`src/hw/bsr_pkg.sv`:
```
/*
 * Constants for the boundary-scan test data registers: chain length,
 * cell positions of every scanned pin, instruction codes.
 * Assumes the importing logic shifts toward cell 0 (cell 0 leaves first).
 */
package bsr_pkg;

    localparam int BSR_LEN         = 118;
    localparam int BSR_IR_W        = 2;

    // serial output streams 7..0, pairs of control then data
    localparam int BSR_SOS_LO_BASE = 0;
    localparam int BSR_ODE_CELL    = 16;
    localparam int BSR_CSO_CTRL    = 17;
    localparam int BSR_CSO_DATA    = 18;
    localparam int BSR_ACK_CELL    = 19;
    // data pins 15..8 then muxed address/data 7..0, three cells each
    localparam int BSR_DATA_BASE   = 20;
    localparam int BSR_BUSSEL_CELL = 68;
    localparam int BSR_ASTB_CELL   = 69;
    localparam int BSR_CSEL_CELL   = 70;
    localparam int BSR_RDWR_CELL   = 71;
    localparam int BSR_DSTB_CELL   = 72;
    localparam int BSR_ADDR_BASE   = 73;
    localparam int BSR_WIDE_FRAME_PULSE_SELECT_CELL   = 81;
    localparam int BSR_RESET_CELL  = 82;
    localparam int BSR_CLK_CELL    = 83;
    localparam int BSR_FMEAS_CELL  = 84;
    localparam int BSR_FPULSE_CELL = 85;
    localparam int BSR_SIS_BASE    = 86;
    // serial output streams 15..8
    localparam int BSR_SOS_HI_BASE = 102;

    // value loaded into the instruction shifter on capture
    localparam logic [1:0] BSR_IR_CAPTURE = 2'h1;
    localparam logic [1:0] BSR_IR_RESET   = 2'h3;

    typedef enum logic [1:0] {
        BSR_EXTEST = 2'h0,
        BSR_SAMPLE = 2'h1,
        BSR_BYP_A  = 2'h2,
        BSR_BYPASS = 2'h3
    } bsr_instr_type;

endpackage

```
`src/hw/bsr_data_regs.sv`:
```
/*
 * Boundary-scan test data registers with instruction register and
 * pin multiplexing. Assumes an outside test controller supplies the
 * capture/shift/update strobes, capture and update one cycle each, on clk (test clock).
 */
`timescale 1ns/1ns
module bsr_data_regs
    import bsr_pkg::*;
#(
    parameter int CHAIN_LEN = BSR_LEN
) (
    // clock and test reset
    input  wire logic        clk,
    input  wire logic        rst,
    // test controller strobes and serial data
    input  wire logic        tdi,
    input  wire logic        captureDr,
    input  wire logic        shiftDr,
    input  wire logic        updateDr,
    input  wire logic        captureIr,
    input  wire logic        shiftIr,
    input  wire logic        updateIr,
    output logic             tdo,
    output logic             tdoOe,
    // core side drive values
    input  wire logic [15:0] coreStreamOut,
    input  wire logic [15:0] coreStreamOe,
    input  wire logic        coreCtrlStreamOut,
    input  wire logic        coreCtrlStreamOe,
    input  wire logic        coreAckOut,
    input  wire logic [15:0] coreDataOut,
    input  wire logic [15:0] coreDataOe,
    // pin inputs
    input  wire logic [15:0] dataPinIn,
    input  wire logic        outputDriveEnableIn,
    input  wire logic        busInterfaceSelect,
    input  wire logic        addressStrobeLatch,
    input  wire logic        chipSelect,
    input  wire logic        readWrite,
    input  wire logic        dataStrobeRead,
    input  wire logic [7:0]  addressIn,
    input  wire logic        wideFramePulseSelect,
    input  wire logic        resetPin,
    input  wire logic        clockPin,
    input  wire logic        frameMeasureIn,
    input  wire logic        framePulseIn,
    input  wire logic [15:0] serialInStream,
    // pin outputs
    output logic [15:0]      serialOutStream,
    output logic [15:0]      serialOutStreamOe,
    output logic             controlStreamOut,
    output logic             controlStreamOutOe,
    output logic             transferAcknowledgeOut,
    output logic [15:0]      muxedAddrDataBit,
    output logic [15:0]      muxedAddrDataBitOe
);

    if (CHAIN_LEN != BSR_LEN) begin : g_len_check
        $error("chain length must match the cell map");
    end

    logic [BSR_LEN-1:0]  capVec;
    logic [BSR_LEN-1:0]  chainQ;
    logic [BSR_LEN-1:0]  updQ;
    logic [BSR_IR_W-1:0] irShift_r;
    bsr_instr_type       instr_r;
    logic                bypass_r;
    logic                bsrSel;
    logic                isExtest;
    logic                serialOut;
    logic [15:0]         extSos;
    logic [15:0]         extSosOe;

    assign bsrSel   = (instr_r == BSR_EXTEST) || (instr_r == BSR_SAMPLE);
    assign isExtest = (instr_r == BSR_EXTEST);

    // capture map; control and output cells sample the core
    genvar k;
    for (k = 0; k < 16; k++) begin : g_map
        if (k < 8) begin : g_lo
            assign capVec[BSR_SOS_LO_BASE + 2*(7-k)]     = coreStreamOe[k];
            assign capVec[BSR_SOS_LO_BASE + 2*(7-k) + 1] = coreStreamOut[k];
            assign capVec[BSR_ADDR_BASE + 7 - k]         = addressIn[k];
            assign extSos[k]   = updQ[BSR_SOS_LO_BASE + 2*(7-k) + 1];
            assign extSosOe[k] = updQ[BSR_SOS_LO_BASE + 2*(7-k)];
        end else begin : g_hi
            assign capVec[BSR_SOS_HI_BASE + 2*(15-k)]     = coreStreamOe[k];
            assign capVec[BSR_SOS_HI_BASE + 2*(15-k) + 1] = coreStreamOut[k];
            assign extSos[k]   = updQ[BSR_SOS_HI_BASE + 2*(15-k) + 1];
            assign extSosOe[k] = updQ[BSR_SOS_HI_BASE + 2*(15-k)];
        end
        assign capVec[BSR_DATA_BASE + 3*(15-k)]     = coreDataOe[k];
        assign capVec[BSR_DATA_BASE + 3*(15-k) + 1] = coreDataOut[k];
        assign capVec[BSR_DATA_BASE + 3*(15-k) + 2] = dataPinIn[k];
        assign capVec[BSR_SIS_BASE + 15 - k]        = serialInStream[k];
    end
    assign capVec[BSR_ODE_CELL]    = outputDriveEnableIn;
    assign capVec[BSR_CSO_CTRL]    = coreCtrlStreamOe;
    assign capVec[BSR_CSO_DATA]    = coreCtrlStreamOut;
    assign capVec[BSR_ACK_CELL]    = coreAckOut;
    assign capVec[BSR_BUSSEL_CELL] = busInterfaceSelect;
    assign capVec[BSR_ASTB_CELL]   = addressStrobeLatch;
    assign capVec[BSR_CSEL_CELL]   = chipSelect;
    assign capVec[BSR_RDWR_CELL]   = readWrite;
    assign capVec[BSR_DSTB_CELL]   = dataStrobeRead;
    assign capVec[BSR_WIDE_FRAME_PULSE_SELECT_CELL]   = wideFramePulseSelect;
    assign capVec[BSR_RESET_CELL]  = resetPin;
    assign capVec[BSR_CLK_CELL]    = clockPin;
    assign capVec[BSR_FMEAS_CELL]  = frameMeasureIn;
    assign capVec[BSR_FPULSE_CELL] = framePulseIn;

    // one serial path; tdi enters at the top, cell 0 nearest tdo
    genvar c;
    for (c = 0; c < BSR_LEN; c++) begin : g_cell
        bsr_scan_cell u_cell (
            .clk        (clk),
            .rst        (rst),
            .captureEn  (captureDr && bsrSel),
            .shiftEn    (shiftDr && bsrSel),
            .updateEn   (updateDr && bsrSel),
            .captureVal (capVec[c]),
            .serialIn   ((c == BSR_LEN-1) ? tdi : chainQ[(c+1) % BSR_LEN]),
            .shiftQ     (chainQ[c]),
            .updateQ    (updQ[c])
        );
    end

    // bypass: single stage, captures zero as usual
    always_ff @(posedge clk) begin
        if (rst) begin
            bypass_r <= 1'b0;
        end else if (captureDr && !bsrSel) begin
            bypass_r <= 1'b0;
        end else if (shiftDr && !bsrSel) begin
            bypass_r <= tdi;
        end
    end

    // instruction shifter, lsb leaves first
    always_ff @(posedge clk) begin
        if (rst) begin
            irShift_r <= BSR_IR_RESET;
        end else if (captureIr) begin
            irShift_r <= BSR_IR_CAPTURE;
        end else if (shiftIr) begin
            irShift_r <= {tdi, irShift_r[BSR_IR_W-1]};
        end
    end

    // reset lands in bypass so pins stay with the core
    always_ff @(posedge clk) begin
        if (rst) begin
            instr_r <= BSR_BYPASS;
        end else if (updateIr) begin
            instr_r <= bsr_instr_type'(irShift_r);
        end
    end

    always_comb begin
        if (shiftIr) begin
            serialOut = irShift_r[0];
        end else if (bsrSel) begin
            serialOut = chainQ[0];
        end else begin
            serialOut = bypass_r;
        end
    end

    // falling edge launch gives the controller half a period of setup
    always_ff @(negedge clk) begin
        if (rst) begin
            tdo   <= 1'b0;
            tdoOe <= 1'b0;
        end else begin
            tdo   <= serialOut;
            tdoOe <= shiftDr || shiftIr;
        end
    end

    // pin drive; registered so outputs come from flops (one cycle lag)
    // stream cell picks sit in the map loop so no index leaves the chain
    always_ff @(posedge clk) begin
        if (rst) begin
            serialOutStream   <= 16'h0000;
            serialOutStreamOe <= 16'h0000;
        end else if (isExtest) begin
            serialOutStream   <= extSos;
            serialOutStreamOe <= extSosOe;
        end else begin
            serialOutStream   <= coreStreamOut;
            serialOutStreamOe <= coreStreamOe;
        end
    end

    always_ff @(posedge clk) begin
        if (rst) begin
            muxedAddrDataBit   <= 16'h0000;
            muxedAddrDataBitOe <= 16'h0000;
        end else begin
            for (int i = 0; i < 16; i++) begin
                if (isExtest) begin
                    muxedAddrDataBit[i]   <= updQ[BSR_DATA_BASE + 3*(15-i) + 1];
                    muxedAddrDataBitOe[i] <= updQ[BSR_DATA_BASE + 3*(15-i)];
                end else begin
                    muxedAddrDataBit[i]   <= coreDataOut[i];
                    muxedAddrDataBitOe[i] <= coreDataOe[i];
                end
            end
        end
    end

    // acknowledge has no control cell; its driver stays on
    always_ff @(posedge clk) begin
        if (rst) begin
            controlStreamOut       <= 1'b0;
            controlStreamOutOe     <= 1'b0;
            transferAcknowledgeOut <= 1'b0;
        end else if (isExtest) begin
            controlStreamOut       <= updQ[BSR_CSO_DATA];
            controlStreamOutOe     <= updQ[BSR_CSO_CTRL];
            transferAcknowledgeOut <= updQ[BSR_ACK_CELL];
        end else begin
            controlStreamOut       <= coreCtrlStreamOut;
            controlStreamOutOe     <= coreCtrlStreamOe;
            transferAcknowledgeOut <= coreAckOut;
        end
    end

    a_bypass_one_bit: assert property (@(posedge clk) disable iff (rst)
        shiftDr && !bsrSel |=> bypass_r == $past(tdi))
        else $error("bypass did not take tdi");
    a_chain_entry: assert property (@(posedge clk) disable iff (rst)
        shiftDr && bsrSel ##1 shiftDr && bsrSel |=> chainQ[116] == $past(tdi, 2))
        else $error("chain top not shifting down");
    a_tdo_cell0: assert property (@(posedge clk) disable iff (rst)
        shiftDr && bsrSel && !$past(rst) |-> tdo == chainQ[0])
        else $error("tdo not from cell 0");
    a_tdo_float: assert property (@(posedge clk) disable iff (rst)
        !$past(rst) |-> tdoOe == (shiftDr || shiftIr))
        else $error("tdo enable wrong");
    a_ir_load: assert property (@(posedge clk) disable iff (rst)
        shiftIr ##1 updateIr |=> instr_r == $past(irShift_r))
        else $error("instruction not loaded");
    a_extest_oe: assert property (@(posedge clk) disable iff (rst)
        isExtest |=> serialOutStreamOe[0] == $past(updQ[14]))
        else $error("stream 0 enable not from cell 14");
    a_hi_stream: assert property (@(posedge clk) disable iff (rst)
        isExtest |=> serialOutStream[8] == $past(updQ[117]))
        else $error("stream 8 data not from cell 117");
    a_data_pass: assert property (@(posedge clk) disable iff (rst)
        !isExtest |=> muxedAddrDataBit[15] == $past(coreDataOut[15]))
        else $error("data pin not following core");
    a_ode_capture: assert property (@(posedge clk) disable iff (rst)
        captureDr && bsrSel |=> chainQ[16] == $past(outputDriveEnableIn))
        else $error("drive-enable cell capture wrong");
    a_frame_capture: assert property (@(posedge clk) disable iff (rst)
        captureDr && bsrSel |=> chainQ[85] == $past(framePulseIn))
        else $error("frame pulse cell capture wrong");
    a_select_path: assert property (@(posedge clk) disable iff (rst)
        shiftDr && !bsrSel |=> $stable(chainQ))
        else $error("chain moved while bypassed");

    c_extest: cover property (@(posedge clk) updateIr ##1 isExtest);
    c_bsr_scan: cover property (@(posedge clk)
        captureDr && bsrSel ##1 (shiftDr && bsrSel) [*8]);
    c_bypass_scan: cover property (@(posedge clk)
        shiftDr && !bsrSel ##1 shiftDr);

endmodule

```
`src/hw/bsr_scan_cell.sv`:
```
/*
 * One boundary-scan cell: a shift stage and an update latch.
 * Assumes capture, shift and update enables are mutually exclusive.
 */
`timescale 1ns/1ns
module bsr_scan_cell (
    // clock and reset
    input  wire logic clk,
    input  wire logic rst,
    // controls
    input  wire logic captureEn,
    input  wire logic shiftEn,
    input  wire logic updateEn,
    // data
    input  wire logic captureVal,
    input  wire logic serialIn,
    output logic      shiftQ,
    output logic      updateQ
);

    always_ff @(posedge clk) begin
        if (rst) begin
            shiftQ <= 1'b0;
        end else if (captureEn) begin
            shiftQ <= captureVal;
        end else if (shiftEn) begin
            shiftQ <= serialIn;
        end
    end

    // update stage holds still while shifting, so pins do not ripple
    always_ff @(posedge clk) begin
        if (rst) begin
            updateQ <= 1'b0;
        end else if (updateEn) begin
            updateQ <= shiftQ;
        end
    end

endmodule

```
`config.mk`:
```
export PLATFORM = sky130hd
export DESIGN_NAME = bsr_data_regs
export DESIGN_NICKNAME = d
export VERILOG_FILES = /design/src/hw/bsr_pkg.sv /design/src/hw/bsr_data_regs.sv /design/src/hw/bsr_scan_cell.sv
export SDC_FILE = /design/constraint.sdc
export NUM_CORES = 1
export LEC_CHECK = 0
export BUFFER_PORTS_ARGS = -buffer_cell sky130_fd_sc_hd__buf_4
export CAP_MARGIN = 25
export CORE_MARGIN = 2
export CORE_UTILIZATION = 59
export DETAILED_ROUTE_END_ITERATION = 10
export PLACE_DENSITY_LB_ADDON = 0.15
export SLEW_MARGIN = 30
export SYNTH_ARGS = -nofsm -noshare
export SYNTH_HDL_FRONTEND = slang
export SYNTH_SLANG_ARGS = --single-unit
export TNS_END_PERCENT = 30
```
`constraint.sdc`:
```
create_clock -name clk -period 4.3 [get_ports clk]
set_clock_uncertainty 0.1 [all_clocks]
set_input_delay 0.215 -clock clk [delete_from_list [all_inputs] [get_ports clk]]
set_output_delay 0.215 -clock clk [all_outputs]
set_load 0.02 [all_outputs]
```
Word-level counts from Yosys, hierarchy flattened
Index checks and enable logic that the tools add are counted.
{ "totals": {"reg_bits": 259, "input_bits": 127, "out_inout_bits": 69, "wordCells": 489} }
{ "classes": {"eq_ne": 1, "muxes": 277, "n_reduce_logical": 13} }
{ "op_table": {"columns": ["op", "n"], "rows": [
  ["$mux W1", 273],
  ["$mux W16", 2],
  ["$logic_and A1 B1 Y1", 5],
  ["$mux W2", 2],
  ["$reduce_bool A2 Y1", 2],
  ["$reduce_or A2 Y1", 2],
  ["$eq A2 B1 Y1 const B", 1],
  ["$logic_not A2 Y1", 1],
  ["$logic_or A1 B1 Y1", 2],
  ["$logic_not A1 Y1", 1]
]} }

Logic depth before layout (Yosys ltp)
{ "logic_depth": {"ltp_word": 5, "mapped_depth": 7, "mapped_depth_nobuf": 3} }

Hierarchy
From an unflattened synthesis, not the netlist that was laid out.
{ "hier_totals": {"hier_cells": 1280, "hier_area_um2": 13262.7} }
{ "by_module_without_submodules": {"columns": ["mod", "instances", "cells_per_inst", "area_per_inst_um2", "seq_area_each_um2"], "rows": [
  ["bsr_scan_cell", 118, 8, 86.3, 40.0],
  ["bsr_data_regs", 1, 336, 3075.4, 1481.4]
]} }

==> flow_summary.ini <==
[status]
status = complete, no violations

[logic_synthesis]
synth_commonest_cells = nor2_1 (340), nand2_1 (270), dfxtp_1 (259), a21oi_1 (134), nor4_1 (98)
synth_edf_count = 0
synth.distinct_cells = 23
synth_flop_cell = dfxtp_1
synthSimpleGateAreaFrac = 0.3407
synth_warnings = 0
synth_top_family_by_area = simple AND/OR/NAND/NOR gates
synth_most_common_cell = nor2_1
seq_area_frac_synth = 0.5304
yosys.area.top_type_share = 0.5304
synthMuxAreaShare = 0.004224
synth_cells = 1258
async_flop_share = 0
synth-xor-area-share = 0
syn-cell-area_sq_mm = 0.009776
yosys-top-cells-area = dfxtp_1 (53%), nor2_1 (13%), nand2_1 (10%)
synthAdderAreaFrac = 0
synth_compound_gate_area_share = 0.07360
ys_ff_latch = 259
syn_area_per_cell_sq_um = 7.771
synthesis.nets = 1385
synth_area_leader_cell = dfxtp_1

[power_and_ir_drop]
swShare = 0.2409
ir_drop_mv = 0.3495
p_int_mw = 4.302
power.switching_mw = 1.365
p_per_area_mw_per_mm2 = 424.4
power_leakage_nw = 5.727
clockPowerShare = 0.425
p_comb_frac = 0.113
p_seq_frac = 0.461

[placement]
dp_hpwl_um = 14550
portBuffers = 195
gp_congestion = 0.8027
place_area_sq_mm = 0.01115
dpl.cell_count = 1586

[detailed_routing]
drcViolationCount = 0
post_drt_wl_per_cell_um = 15.75
vias = 9541
wl_met2_um = 13550
drtIter0Drc = 785
drtPass1Iterations = 7
wl_um = 27750
routed_via_density = 5.415
route.top_layer_used = met4
ant_nets = 0
met3_wirelength_um = 1693
wl_met1_um = 11580

[clocking]
cts_resized = 0
cts-root-buf = clkbuf_16
path_clk_slew_ns = 0.06
clk_latency_ns = 0.53
cts_tree = built
clock_sinks = 259
hold_buffers = 125
clockBufferDepth = 3
cts_made_buffers = 27
cts_setup_buffers = 0
cts_htree_levels = 1

[flow_run]
cap_violations = 0

[cells_and_area]
synthToLayoutAreaGrowth_pct = 36.59
finalNonFillerCells = 1762
nets = 1648
drive_gt1_frac = 0.1930
fin_area_sq_mm = 0.01335

[grt]
grt_max_degree = 96
globalRouteOverflowTotal = 0
grt_pass1_wl_um = 45350
antenna_found_initial = 3
grt_pass1_vias = 9528
track_usage = 0.3102

[worst_setup_path]
criticalPathCategory = flip-flop to flip-flop
endpoint_kind = flip-flop
critPathMaxFanout = 11
path_cells = mux2_2, mux2i_1, nor2_1
critical_path.slowest_cell = dfxtp_1
slowest_delay_ns = 0.60
critPathLaunchType = flip-flop
cp.arrival_ns = 1.82
required_ns = 2.48

[timing]
finalSetupViolations = 0
relSlewSlack = 0.4258
worstMarginPinSlew_ns = 0.8613
maxSlewViolCount = 0
hold_violations = 0
fin_setup_tns_ns = 0
rsz0062_at_grt = no

[floorplanning]
dieArea_sq_mm = 0.01761
dieWidth_um = 132.7
boundaryPins = 196
start_util = 0.5958
fp.dieH_um = 132.7
core_sq_mm = 0.01641
row_count = 47

[hold_path]
hp-class = input pin to flip-flop
cell type report:
cell class / count / area (sq um)
Multi-Input combinational cell: 900 / 4130
Tap cell: 220 / 275.3
Antenna cell: 3 / 7.507
Timing Repair Buffer: 331 / 2820
Sequential cell: 259 / 5185
Clock buffer: 36 / 792.0
Fill cell: 1060 / 3054
Clock inverter: 13 / 142.6
metal layers:
metal,track usage,vias to the layer above
met5,0,-
met1,0.3920,4484
met3,0.04866,78
met4,0.1225,0
li1,-,4636
met2,0.5334,343
cell families after synthesis:
kind of cell / after synthesis
flops: 259
compound gates: 140
simple gates: 756
buf+inv: 99
mux: 4
critical path: cells and delay by family, from the launching register on:
family / cells / cell delay (ns)
muxes: 2 / 0.61
DFF: 1 / 0.60
and+or+nand+nor: 1 / 0.09
placed cells by master (no fill, tap or decap), types with 3 or more instances in the layout:
| master | n |
|---|---|
| clkinvlp_2 | 4 |
| clkbuf_1 | 3 |
| diode_2 | 3 |
| nor4_1 | 98 |
| nand2_1 | 270 |
| buf_4 | 203 |
| dfxtp_1 | 259 |
| nor2b_1 | 3 |
| bufinv_16 | 3 |
| nor4_2 | 20 |
| a21oi_1 | 134 |
| clkbuf_8 | 5 |
| nor2_2 | 20 |
| nor2_1 | 339 |
| clkbuf_16 | 29 |
| mux2i_1 | 3 |
| dlygate4sd3_1 | 125 |
metrics by stage:
stage                       util  total power [mW]  hold slack [ns]  setup WS, ns
after floorplan                -             2.967           0.2010        0.9626
after global placement    0.6799             3.184           0.3091        0.7981
after detailed placement  0.6799             3.195           0.3181        0.7738
after CTS                 0.8129             5.672           0.1808        0.7982
after global routing      0.8138             5.864           0.2513        0.5880
final                     0.8138             5.667           0.1952        0.6526
final timing paths:
| check | startpoint | end | slack (ns) | depth (start not counted) |
|---|---|---|---|---|
| worst min-delay path | rst | g_cell[23].u_cell.updateQ | 0.20 | 2 |
| worst max-delay path | instr_r[1] | tdo | 0.65 | 3 |
| worst min register to register | g_cell[44].u_cell.updateQ | muxedAddrDataBitOe[7] | 0.35 | 2 |
| worst max register to register | instr_r[1] | tdo | 0.65 | 3 |
flip-flops by register name, summed over array words and instances (netlist names):
signal,flops
controlStreamOut,1
bypass_r,1
controlStreamOutOe,1
irShift_r,2
g_cell.u_cell.shiftQ,118
serialOutStreamOe,16
serialOutStream,16
g_cell.u_cell.updateQ,67
muxedAddrDataBit,16
transferAcknowledgeOut,1
tdoOe,1
muxedAddrDataBitOe,16
instr_r,2
tdo,1
power groups by stage:
stage / Combinational (mW) / Clock (mW) / Sequential, mW
finish: 0.643 / 2.41 / 2.61
global placement: 0.522 / 0.00437 / 2.66
global route: 0.700 / 2.54 / 2.63
CTS: 0.628 / 2.43 / 2.61
detailed placement: 0.532 / 0.00437 / 2.66
floorplan: 0.275 / 0.00437 / 2.69
No activity file was read; power rests on OpenSTA's default activity.
